<file path="config.mk">
export PLATFORM = sky130hd
export DESIGN_NAME = dpag_top
export DESIGN_NICKNAME = d
export VERILOG_FILES = /design/src/pkg/dpag_pkg.sv /design/src/hdl/dpag_sync3.sv /design/src/hdl/dpag_port.sv /design/src/hdl/dpag_top.sv
export SDC_FILE = /design/constraint.sdc
export NUM_CORES = 1
export LEC_CHECK = 0
export ABC_AREA = 1
export BUFFER_PORTS_ARGS = -buffer_cell sky130_fd_sc_hd__buf_2
export CORE_AREA = 3 3 157 159
export DETAILED_ROUTE_END_ITERATION = 8
export DIE_AREA = 0 0 160 162
export PLACE_DENSITY = 0.61
export SYNTH_ARGS = -nofsm -noshare
export SYNTH_HDL_FRONTEND = slang
export SYNTH_HIERARCHICAL = 1
export SYNTH_SLANG_ARGS = --single-unit
</file>
<file path="constraint.sdc">
create_clock -name hclk -period 2.8 [get_ports hclk]
set_input_delay 0.56 -clock hclk [delete_from_list [all_inputs] [get_ports hclk]]
set_output_delay 0.56 -clock hclk [all_outputs]
set_load 0.05 [all_outputs]
</file>
<file path="src/pkg/dpag_pkg.sv">
package dpag_pkg;
	localparam int unsigned PORT_W = 8;
	// register indices; byte address is four times the index
	localparam logic [15:0] IDX_LOW_DIR = 16'hffc0;
	localparam logic [15:0] IDX_HIGH_DIR = 16'hffc1;
	localparam logic [15:0] IDX_LOW_DATA = 16'hffc2;
	localparam logic [15:0] IDX_HIGH_DATA = 16'hffc3;
	localparam logic [15:0] IDX_HIGH_PU = 16'hffd8;
	localparam int unsigned IDX_LSB = 2;
	localparam int unsigned IDX_MSB = 17;
	localparam logic [7:0] DIR_RST_EXT = 8'hff;
	localparam logic [7:0] DIR_RST_SC = 8'h00;
	localparam logic [7:0] DATA_RST = 8'h00;
	localparam logic [7:0] PU_RST = 8'h00;
	localparam logic [7:0] DIR_READ = 8'hff;
	localparam logic [7:0] ALL_OUT = 8'hff;
	localparam logic [7:0] ALL_IN = 8'h00;
	// edges after reset release before the mode strap is trusted
	localparam logic [2:0] STRAP_SETTLE = 3'h4;
	localparam logic [2:0] MODE_LAST_NOROM = 3'h4;
	localparam logic [2:0] MODE_LAST_ROM = 3'h6;
	localparam logic [2:0] MODE_ILLEGAL = 3'h0;
	localparam logic [1:0] HTRANS_NONSEQ_BIT = 2'h2;

	typedef enum logic [1:0] {
		MODE_EXT_NOROM,
		MODE_EXT_ROM,
		MODE_SINGLE
	} dpag_mode_e;

	typedef enum logic [0:0] {
		ST_SETTLE,
		ST_RUN
	} dpag_state_e;
endpackage

</file>
<file path="src/hdl/dpag_sync3.sv">
`timescale 1ns/1ps
`default_nettype none
module dpag_sync3 #(
	parameter int unsigned W = 8
) (
	input wire logic hclk,
	input wire logic hresetn,
	input wire logic [W-1:0] async_in,
	output logic [W-1:0] sync_out
);
	typedef struct packed {
		logic [W-1:0] s1;
		logic [W-1:0] s2;
		logic [W-1:0] s3;
		logic [W-1:0] val;
	} dpag_sync_s;

	dpag_sync_s s_q;
	dpag_sync_s s_d;

	// a bit counts once stages two and three agree; stage one feeds stage two only
	always_comb begin
		s_d = s_q;
		s_d.s1 = async_in;
		s_d.s2 = s_q.s1;
		s_d.s3 = s_q.s2;
		for (int i = 0; i < W; i++) begin
			if (s_q.s2[i] == s_q.s3[i]) begin
				s_d.val[i] = s_q.s3[i];
			end
		end
	end

	always_ff @(posedge hclk or negedge hresetn) begin
		if (!hresetn) begin
			s_q <= '0;
		end else begin
			s_q <= s_d;
		end
	end

	assign sync_out = s_q.val;
endmodule
`default_nettype wire

</file>
<file path="src/hdl/dpag_port.sv">
`timescale 1ns/1ps
`default_nettype none
module dpag_port (
	input wire dpag_pkg::dpag_mode_e mode,
	input wire logic [7:0] dir,
	input wire logic [7:0] data,
	input wire logic [7:0] addr_byte,
	input wire logic [7:0] pu_ctrl,
	output logic [7:0] pin_out,
	output logic [7:0] pin_oe,
	output logic [7:0] pu_on
);
	always_comb begin
		unique case (mode)
			dpag_pkg::MODE_EXT_NOROM: begin
				pin_out = addr_byte;
				pin_oe = dpag_pkg::ALL_OUT;
				pu_on = dpag_pkg::ALL_IN;
			end
			dpag_pkg::MODE_EXT_ROM: begin
				pin_out = addr_byte;
				pin_oe = dir;
				pu_on = pu_ctrl & ~dir;
			end
			dpag_pkg::MODE_SINGLE: begin
				pin_out = data;
				pin_oe = dir;
				pu_on = pu_ctrl & ~dir;
			end
			default: begin
				pin_out = data;
				pin_oe = dpag_pkg::ALL_IN;
				pu_on = dpag_pkg::ALL_IN;
			end
		endcase
	end
endmodule
`default_nettype wire

</file>
<file path="src/hdl/dpag_top.sv">
// Added by the designer: the AHB-Lite interface to the registers.
`timescale 1ns/1ps
`default_nettype none
module dpag_top (
	input wire logic hclk,
	input wire logic hresetn,
	input wire logic hsel,
	input wire logic [31:0] haddr,
	input wire logic [1:0] htrans,
	input wire logic hwrite,
	input wire logic [2:0] hsize,
	input wire logic [31:0] hwdata,
	input wire logic hready,
	output logic hreadyout,
	output logic hresp,
	output logic [31:0] hrdata,
	input wire logic [2:0] mode_pins,
	input wire logic hw_standby,
	input wire logic sw_standby,
	input wire logic [15:0] cpu_addr,
	input wire logic dram_area3_cycle,
	input wire logic [9:0] dram_mux_addr,
	input wire logic [7:0] low_pin_in,
	input wire logic [7:0] high_pin_in,
	output logic [7:0] low_pin_out,
	output logic [7:0] low_pin_oe,
	output logic [7:0] high_pin_out,
	output logic [7:0] high_pin_oe,
	output logic [7:0] high_pullup_en
);
	typedef struct packed {
		dpag_pkg::dpag_state_e st;
		logic [2:0] cnt;
		dpag_pkg::dpag_mode_e mode;
		logic [7:0] low_dir;
		logic [7:0] high_dir;
		logic [7:0] low_data;
		logic [7:0] high_data;
		logic [7:0] high_pu;
		logic [7:0] low_out;
		logic [7:0] low_oe;
		logic [7:0] high_out;
		logic [7:0] high_oe;
		logic [7:0] high_pu_on;
		logic dph;
		logic dwr;
		logic [15:0] didx;
		logic [31:0] rdata;
	} dpag_top_state_s;

	dpag_top_state_s s_q;
	dpag_top_state_s s_d;

	logic [7:0] low_pin_sync;
	logic [7:0] high_pin_sync;
	logic [4:0] ctl_sync;
	logic [2:0] mode_sync;
	logic hw_stby;
	logic sw_stby;
	logic [15:0] bus_addr;
	logic [7:0] low_out_c;
	logic [7:0] low_oe_c;
	logic [7:0] high_out_c;
	logic [7:0] high_oe_c;
	logic [7:0] high_pu_c;
	logic [15:0] a_idx;
	logic a_take;
	dpag_pkg::dpag_mode_e strap_mode;

	// pins and straps come from outside the clock domain
	dpag_sync3 #(
		.W(16)
	) u_pin_sync (
		.hclk(hclk),
		.hresetn(hresetn),
		.async_in({high_pin_in, low_pin_in}),
		.sync_out({high_pin_sync, low_pin_sync})
	);

	dpag_sync3 #(
		.W(5)
	) u_ctl_sync (
		.hclk(hclk),
		.hresetn(hresetn),
		.async_in({sw_standby, hw_standby, mode_pins}),
		.sync_out(ctl_sync)
	);

	assign mode_sync = ctl_sync[2:0];
	assign hw_stby = ctl_sync[3];
	assign sw_stby = ctl_sync[4];

	// refresh controller owns bits 9:0 during area three dram cycles
	always_comb begin
		bus_addr = cpu_addr;
		if (dram_area3_cycle) begin
			bus_addr[9:0] = dram_mux_addr;
		end
	end

	always_comb begin
		if (mode_sync == dpag_pkg::MODE_ILLEGAL) begin
			strap_mode = dpag_pkg::MODE_SINGLE;
		end else if (mode_sync <= dpag_pkg::MODE_LAST_NOROM) begin
			strap_mode = dpag_pkg::MODE_EXT_NOROM;
		end else if (mode_sync <= dpag_pkg::MODE_LAST_ROM) begin
			strap_mode = dpag_pkg::MODE_EXT_ROM;
		end else begin
			strap_mode = dpag_pkg::MODE_SINGLE;
		end
	end

	dpag_port u_low_port (
		.mode(s_q.mode),
		.dir(s_q.low_dir),
		.data(s_q.low_data),
		.addr_byte(bus_addr[7:0]),
		.pu_ctrl(dpag_pkg::PU_RST),
		.pin_out(low_out_c),
		.pin_oe(low_oe_c),
		.pu_on()
	);

	dpag_port u_high_port (
		.mode(s_q.mode),
		.dir(s_q.high_dir),
		.data(s_q.high_data),
		.addr_byte(bus_addr[15:8]),
		.pu_ctrl(s_q.high_pu),
		.pin_out(high_out_c),
		.pin_oe(high_oe_c),
		.pu_on(high_pu_c)
	);

	assign a_idx = haddr[dpag_pkg::IDX_MSB:dpag_pkg::IDX_LSB];
	assign a_take = hsel && htrans[1] && hready && (s_q.st == dpag_pkg::ST_RUN);

	always_comb begin
		s_d = s_q;
		unique case (s_q.st)
			dpag_pkg::ST_SETTLE: begin
				// strap is only trusted once it has run through the synchroniser
				if (s_q.cnt == dpag_pkg::STRAP_SETTLE) begin
					s_d.st = dpag_pkg::ST_RUN;
					s_d.mode = strap_mode;
					if (strap_mode == dpag_pkg::MODE_EXT_NOROM) begin
						s_d.low_dir = dpag_pkg::DIR_RST_EXT;
						s_d.high_dir = dpag_pkg::DIR_RST_EXT;
					end else begin
						s_d.low_dir = dpag_pkg::DIR_RST_SC;
						s_d.high_dir = dpag_pkg::DIR_RST_SC;
					end
				end else begin
					s_d.cnt = s_q.cnt + 3'h1;
				end
			end
			dpag_pkg::ST_RUN: begin
				// data phase write; the cpu is halted in software standby
				if (s_q.dph && s_q.dwr && !sw_stby) begin
					unique case (s_q.didx)
						dpag_pkg::IDX_LOW_DIR: begin
							if (s_q.mode != dpag_pkg::MODE_EXT_NOROM) begin
								s_d.low_dir = hwdata[7:0];
							end
						end
						dpag_pkg::IDX_HIGH_DIR: begin
							if (s_q.mode != dpag_pkg::MODE_EXT_NOROM) begin
								s_d.high_dir = hwdata[7:0];
							end
						end
						dpag_pkg::IDX_LOW_DATA: begin
							s_d.low_data = hwdata[7:0];
						end
						dpag_pkg::IDX_HIGH_DATA: begin
							s_d.high_data = hwdata[7:0];
						end
						dpag_pkg::IDX_HIGH_PU: begin
							s_d.high_pu = hwdata[7:0];
						end
						default: begin
						end
					endcase
				end
				if (s_q.mode == dpag_pkg::MODE_EXT_NOROM) begin
					s_d.low_dir = dpag_pkg::DIR_RST_EXT;
					s_d.high_dir = dpag_pkg::DIR_RST_EXT;
				end
				if (hw_stby) begin
					s_d.low_data = dpag_pkg::DATA_RST;
					s_d.high_data = dpag_pkg::DATA_RST;
					s_d.high_pu = dpag_pkg::PU_RST;
					if (s_q.mode == dpag_pkg::MODE_EXT_NOROM) begin
						s_d.low_dir = dpag_pkg::DIR_RST_EXT;
						s_d.high_dir = dpag_pkg::DIR_RST_EXT;
					end else begin
						s_d.low_dir = dpag_pkg::DIR_RST_SC;
						s_d.high_dir = dpag_pkg::DIR_RST_SC;
					end
				end
			end
		endcase

		// address phase; read data is built from the post-write values so that
		// a data or pull-up read right behind a write sees that write; direction reads always return 0xff
		s_d.dph = a_take;
		s_d.dwr = a_take && hwrite;
		s_d.didx = a_take ? a_idx : s_q.didx;
		if (a_take && !hwrite) begin
			s_d.rdata = '0;
			if (haddr[1:0] == 2'h0) begin
				unique case (a_idx)
					dpag_pkg::IDX_LOW_DIR: begin
						s_d.rdata[7:0] = dpag_pkg::DIR_READ;
					end
					dpag_pkg::IDX_HIGH_DIR: begin
						s_d.rdata[7:0] = dpag_pkg::DIR_READ;
					end
					dpag_pkg::IDX_LOW_DATA: begin
						s_d.rdata[7:0] = (s_d.low_dir & s_d.low_data) |
							(~s_d.low_dir & low_pin_sync);
					end
					dpag_pkg::IDX_HIGH_DATA: begin
						s_d.rdata[7:0] = (s_d.high_dir & s_d.high_data) |
							(~s_d.high_dir & high_pin_sync);
					end
					dpag_pkg::IDX_HIGH_PU: begin
						s_d.rdata[7:0] = s_d.high_pu;
					end
					default: begin
					end
				endcase
			end
		end

		// pin levels and enables freeze in software standby while pull-ups keep tracking; pins float in hardware standby
		if (s_q.st != dpag_pkg::ST_RUN || hw_stby) begin
			s_d.low_oe = dpag_pkg::ALL_IN;
			s_d.high_oe = dpag_pkg::ALL_IN;
			s_d.high_pu_on = dpag_pkg::ALL_IN;
		end else if (!sw_stby) begin
			s_d.low_out = low_out_c;
			s_d.low_oe = low_oe_c;
			s_d.high_out = high_out_c;
			s_d.high_oe = high_oe_c;
			s_d.high_pu_on = high_pu_c;
		end else begin
			s_d.high_pu_on = high_pu_c;
		end
	end

	always_ff @(posedge hclk or negedge hresetn) begin
		if (!hresetn) begin
			s_q <= '0;
		end else begin
			s_q <= s_d;
		end
	end

	// wait states only while the strap settles after reset
	assign hreadyout = (s_q.st == dpag_pkg::ST_RUN);
	assign hresp = 1'b0;
	assign hrdata = s_q.rdata;
	assign low_pin_out = s_q.low_out;
	assign low_pin_oe = s_q.low_oe;
	assign high_pin_out = s_q.high_out;
	assign high_pin_oe = s_q.high_oe;
	assign high_pullup_en = s_q.high_pu_on;
endmodule
`default_nettype wire

</file>
==> reports/metrics.yaml, run 1 <==
outcome:
  outcome: "finished clean"
power:
  vdd_ir_drop_max_uv: 387.5
  powerDensity_nw_per_um2: 681.6
  finalPower_mw: 7.412
  leakagePower_nw: 5.814
sta:
  hold_viol_final: 0
  max_slew_margin_pct: 64.51
  worst_slew_pin_slew_ps: 532.3
  finalCriticalPeriod_ps: 2167
  fin_tns_setup_ps: 0
  finalClockSkew_ps: 13.39
  period_share_pct: 77.41
  setup_violations: 0
  rsz0062_at_grt: "no"
  clock.fmax_mhz: 461.4
  final_max_slew_viol_count: 0
clock_tree:
  cts.reportedPaths.clkPinSlew_ps: 80
  cts_buffers: 17
  cts_tree: "built"
  cts_root_buf: "clkbuf_16"
  clock_latency_ps: 440
  cts.htree.levels: 4
  ctsResizeCount: 0
  max-clock-path-buffers: 2
  cts.sinks: 196
  hold_buffers: 0
  cts_setup_buffers: 0
worst_setup_path:
  ff2ff_setup_slack_ps: 630
  cp-start-kind: "register"
  rr_worst_depth: 11
  rr_startpoint: "s_q[45]$_DFFE_PN0P_"
  startpoint: "s_q[45]$_DFFE_PN0P_"
  crit_required_ps: 3120
  crit_type: "reg2reg"
  critPathMaxFanout: 22
  critPathCapture: "hrdata[1]$_DFFE_PN0P_"
  regToRegEndpoint: "hrdata[1]$_DFFE_PN0P_"
  worst_ep_arrival_time_ps: 2490
  worstSetupEndpointType: "register"
placement:
  gp_congestion: 0.9094
  place_hpwl_mm: 16.83
  io_buffer_count: 128
global_routing:
  gr-total-overflow: 0
  grt_pass1_wl_mm: 36.47
  grt_max_degree: 64
  track_usage_pct: 17.78
  grt_pass1_vias: 6836
  antenna_found_initial: 0
floorplanning:
  num_rows: 56
  io-pin-count: 196
  die_area_um2: 25920
  chipWidth_um: 160
  start_util_pct: 42.23
  fp.coreArea_um2: 23400
  fp.dieH_um: 162
min_path:
  hp-class: "in2async"
cells_and_area:
  multi_input_area_um2: 3586
  fill_cells: 2352
  nets: 1358
  layout_commonest_cell: "nand2_1"
  drive_gt1_share_pct: 22.00
  layout_common_cells: "nand2_1, dfrtp_1, buf_2, inv_1, nand3_1"
  insertedDiodeCount: 0
  seq_area_um2: 4905
  synthToLayoutAreaGrowth_pct: 10.04
synth:
  synth_cells: 1166
  avgSynthCellArea_um2: 8.475
  yosys_warnings: 6
  netlist_area_um2: 9882
routing:
  drc_errors: 0
  routed_wl_mm: 22.52
  first_pass_iters: 5
  vias: 7267
  drtIter0Drc: 669
  antenna_left: 0
  vias_per_cell: 4.658
  wl_per_cell_um: 14.44
job:
  cap_violations: 0
[state kept, by name, indices dropped and copies added, names as in the netlist]
| signal | flops |
|---|---|
| u_pin_sync/s_d | 32 |
| low_pin_out | 8 |
| high_pullup_en | 8 |
| hrdata | 8 |
| u_ctl_sync/s_d | 10 |
| u_ctl_sync/sync_out | 5 |
| low_pin_oe | 8 |
| high_pin_out | 8 |
| u_pin_sync/sync_out | 16 |
| s_q | 63 |
| u_ctl_sync/s_q | 5 |
| hreadyout | 1 |
| u_pin_sync/s_q | 16 |
| high_pin_oe | 8 |
[how the worst min path moves through the flow]
stage / slack (ps) / end / startpoint / cells after the start
finish: 80 / s_q[47]$_DFFE_PN0P_ / hresetn / 1
global route: 100 / s_q[47]$_DFFE_PN0P_ / hresetn / 1
CTS: 100 / u_ctl_sync/s_d[10]$_DFF_PN0_ / hresetn / 1
detailed placement: 330 / u_pin_sync/s_d[18]$_DFF_PN0_ / u_pin_sync/s_d[34]$_DFF_PN0_ / 0
global placement: 330 / u_ctl_sync/s_d[7]$_DFF_PN0_ / u_ctl_sync/s_d[12]$_DFF_PN0_ / 0
floorplan: 260 / high_pin_oe[0]$_DFFE_PN0P_ / hresetn / 0
[stage by stage]
| stage | std cells | cell area, um2 | utilization, % | hold WS (ps) | setup slack, ps |
|---|---|---|---|---|---|
| after floorplan | 1190 | 9972 | - | 264.4 | 902.3 |
| after detailed placement | 1528 | 10260 | 43.86 | 334.7 | 685.1 |
| after CTS | 1560 | 10870 | 46.47 | 99.66 | 664.2 |
| after global placement | 1528 | 10260 | 43.86 | 334.7 | 701.1 |
| after global routing | 1560 | 10870 | 46.47 | 96.49 | 433.5 |
| final | 1560 | 10870 | 46.47 | 82.92 | 632.6 |
[per-layer routing]
metal | wire length (um) | part of all wire [%] | track usage [%]
met4 | 372 | 1.7 | 5.128
met1 | 10530 | 47 | 25.19
met2 | 10330 | 46 | 27.61
met5 | 0 | 0 | 0
met3 | 1296 | 5.8 | 3.928
[layout make-up]
| cell class | count | area share (%) |
|---|---|---|
| well taps | 319 | 3.670 |
| clock inverters | 15 | 1.691 |
| flip-flops and latches | 196 | 45.10 |
| inverters | 150 | 5.270 |
| repair buffers | 145 | 7.375 |
| clock buffers | 17 | 3.912 |
| multi-input cells | 718 | 32.98 |
[worst max-delay path, cell delays in order, from the launching register on]
cell,delay (ps)
dfrtp_1,360
nand2_1,60
nor2_1,140
nand2_2,130
inv_4,230
nand3_2,180
a21oi_4,310
o21ai_0,240
a21oi_1,200
nand3_1,100
nand2_1,60
nand2_1,40
[where the power goes]
part	internal (mW)	switching [mW]	total, mW
clock	1.36	1.19	2.55
sequential	3.10	0.196	3.30
combinational	0.448	1.12	1.56
(Power assumes the default switching activity.)
==> run 2: changes to the inputs <==
Settings changed: ABC_AREA 1 to 0, CORE_AREA 3 3 157 159 to 3 3 149 151, DIE_AREA 0 0 160 162 to 0 0 152 154, PLACE_DENSITY 0.61 to 0.64.
Clock period 2.8 ns to 1.9 ns, I/O delays scaled along.
==> reports/metrics.yaml, run 2 <==
synth:
  yosys_warnings: 6  # unchanged
  synth_cells: 774  # -34%
  netlist_area_um2: 8935  # -9.6%
  avgSynthCellArea_um2: 11.54  # +36%
worst_setup_path:
  worstSetupEndpointType: "register"
  critPathMaxFanout: 8  # -64%
  crit_chain: "or4b_1 > or4_4 > or4_4 > and3_4 > a211oi_2 > o21ai_1 > o211ai_1"
  worst_ep_arrival_time_ps: 2920  # +430 ps
  crit_required_ps: 2250  # -870 ps
  crit_type: "reg2reg"
  cp-start-kind: "register"
  cp_top_family: "simple AND/OR/NAND/NOR gates"
  critPathBufInv: 0  # -1
  cpMaxStageDelayCell: "or4_4"
  cp_slowest_stage_delay_ps: 550  # +190 ps
  cpMostUsedCell: "or4_4"
power:
  powerDensity_nw_per_um2: 958.0  # +41%
  vdd_ir_drop_max_uv: 704.1  # +82%
  p_sw_share_pct: 32.11  # -1.6 points
  finalPower_mw: 10.70  # +44%
  pwr-share-clk_pct: 32.0  # -2.4 points
  pwr-share-seq_pct: 45.4  # +0.9 points
  p_int_mw: 7.266  # +48%
  p_switching_mw: 3.436  # +38%
  leakagePower_nw: 5.321  # -8.5%
  p_comb_share_pct: 22.7  # +1.6 points
sta:
  setup_violations: 32  # +32
  finalCriticalPeriod_ps: 2570  # +402.5 ps
  fin_ws_ps: -669.9  # -1302 ps
  max_slew_margin_pct: 52.22  # -12 points
  finalClockSkew_ps: 11.84  # -1.547 ps
  worst_slew_pin_slew_ps: 714.0  # +181.7 ps
  period_share_pct: 135.3  # +58 points
  clock.fmax_mhz: 389.1  # -16%
  hold_viol_final: 0  # unchanged
  rsz0062_at_grt: "yes"
  final_max_slew_viol_count: 0  # unchanged
floorplanning:
  num_rows: 53  # -5.4%
  chipWidth_um: 152  # -5.0%
  start_util_pct: 42.64  # +0.41 points
  io-pin-count: 196  # unchanged
  fp.coreArea_um2: 20960  # -10%
  die_area_um2: 23410  # -9.7%
  fp.dieH_um: 154  # -4.9%
routing:
  wl_per_cell_um: 17.56  # +22%
  vias_per_cell: 5.061  # +8.6%
  drc_errors: 0  # unchanged
  drtIter0Drc: 437  # -35%
  first_pass_iters: 5  # unchanged
  vias: 6281  # -14%
  routed_wl_mm: 21.79  # -3.3%
  antenna_left: 0  # unchanged
cells_and_area:
  largest_reg_flops: 63  # unchanged
  synthToLayoutAreaGrowth_pct: 25.02
  layout_common_cells: "dfrtp_1, buf_2, buf_4, nand2_1, nor2_1"
  largest_register: "s_q"
  nets: 1082  # -20%
  multi_input_area_um2: 3543  # -1.2%
  fill_cells: 1866  # -21%
  layout_commonest_cell: "dfrtp_1"
  drive_gt1_share_pct: 42.38  # +20 points
  seq_area_um2: 4906  # about the same
clock_tree:
  max-clock-path-buffers: 2  # unchanged
  cts_tree: "built"
  cts.sinks: 196  # unchanged
  cts_root_buf: "clkbuf_16"
  cts.reportedPaths.clkPinSlew_ps: 70  # about the same
  cts.htree.levels: 4  # unchanged
  clock_latency_ps: 440  # about the same
  cts_buffers: 17  # unchanged
placement:
  place_hpwl_mm: 16.40  # -2.6%
  io_buffer_count: 128  # unchanged
  place_ws_ps: -781.5  # -1467 ps
  gp_congestion: 0.9064  # -0.33%
outcome:
  outcome: "finished with violations"
  violations: "negative setup slack"
global_routing:
  gr-total-overflow: 0  # unchanged
  grt_pass1_wl_mm: 34.18  # -6.3%
  antenna_found_initial: 1  # +1
  track_usage_pct: 18.57  # +0.79 points
  grt_pass1_vias: 6180  # -9.6%
  grt_max_degree: 49  # -23%
min_path:
  hp-class: "in2reg"
job:
  cap_violations: 0  # unchanged
run 2: cell type report:
| type | count | area share, % |
|---|---|---|
| sequential | 196 | 43.92 |
| timing repair buffer | 254 | 15.55 |
| multi-input combinational | 461 | 31.72 |
| clock inverter | 11 | 0.8513 |
| inverter | 22 | 0.7392 |
| antenna | 1 | 0.02240 |
| tap | 275 | 3.080 |
| clock buffer | 21 | 4.122 |
run 2: timing repair:
item | 4_1_cts | 5_1_grt
gates cloned | 0 | 0
hold buffers | 1 | 0
buffers inserted | 14 | 8
hold endpoints to repair | 41 | 0
pin swaps | 17 | 17
resized for setup | 27 | 38
endpoints found under the setup margin | 46 | 63
run 2: through the flow:
step	cell area (um2)	TNS [ps]	hold WS (ps)	util [%]	std cells
floorplan	9120	-10550	84.41	-	798
global placement	10240	-10650	332.2	48.87	1199
detailed placement	10240	-11230	334.7	48.87	1199
CTS	10970	-9831	29.94	52.33	1237
global route	11170	-13860	25.81	53.30	1240
finish	11170	-10800	43.83	53.31	1241
run 2: metal layers:
layer  vias up  track usage, %  wire length (um)
met5         -               0                 0
met4         0           5.308               352
met3        30           4.475              1388
met2       183           29.49             10390
met1      3087           25.60              9660
li1       2981               -                 -
run 2: power by group through the flow:
| stage | logic, mW | clock network, mW | registers [mW] |
|---|---|---|---|
| after floorplan | 1.91 | 0 | 4.83 |
| after global placement | 2.31 | 0 | 4.91 |
| after detailed placement | 2.33 | 0 | 4.93 |
| after CTS | 2.38 | 3.47 | 4.85 |
| after global routing | 2.59 | 3.66 | 4.91 |
| final | 2.42 | 3.42 | 4.86 |
run 2: final timing paths:
| kind | from | endpoint | slack (ps) | cells past startpoint |
|---|---|---|---|---|
| max in group asynchronous | hresetn | u_ctl_sync/sync_out[3]$_DFFE_PN0N_ | 850 | 3 |
| hold reg to reg | u_pin_sync/s_d[32]$_DFF_PN0_ | u_pin_sync/s_d[16]$_DFF_PN0_ | 350 | 0 |
| setup / recovery | u_ctl_sync/sync_out[4]$_DFFE_PN0N_ | hrdata[3]$_DFFE_PN0P_ | -670 | 7 |
| min in group asynchronous | hresetn | s_q[40]$_DFFE_PN0P_ | 460 | 2 |
| hold / removal | mode_pins[2] | u_ctl_sync/s_d[12]$_DFF_PN0_ | 40 | 1 |
| setup reg to reg | u_ctl_sync/sync_out[4]$_DFFE_PN0N_ | hrdata[3]$_DFFE_PN0P_ | -670 | 7 |
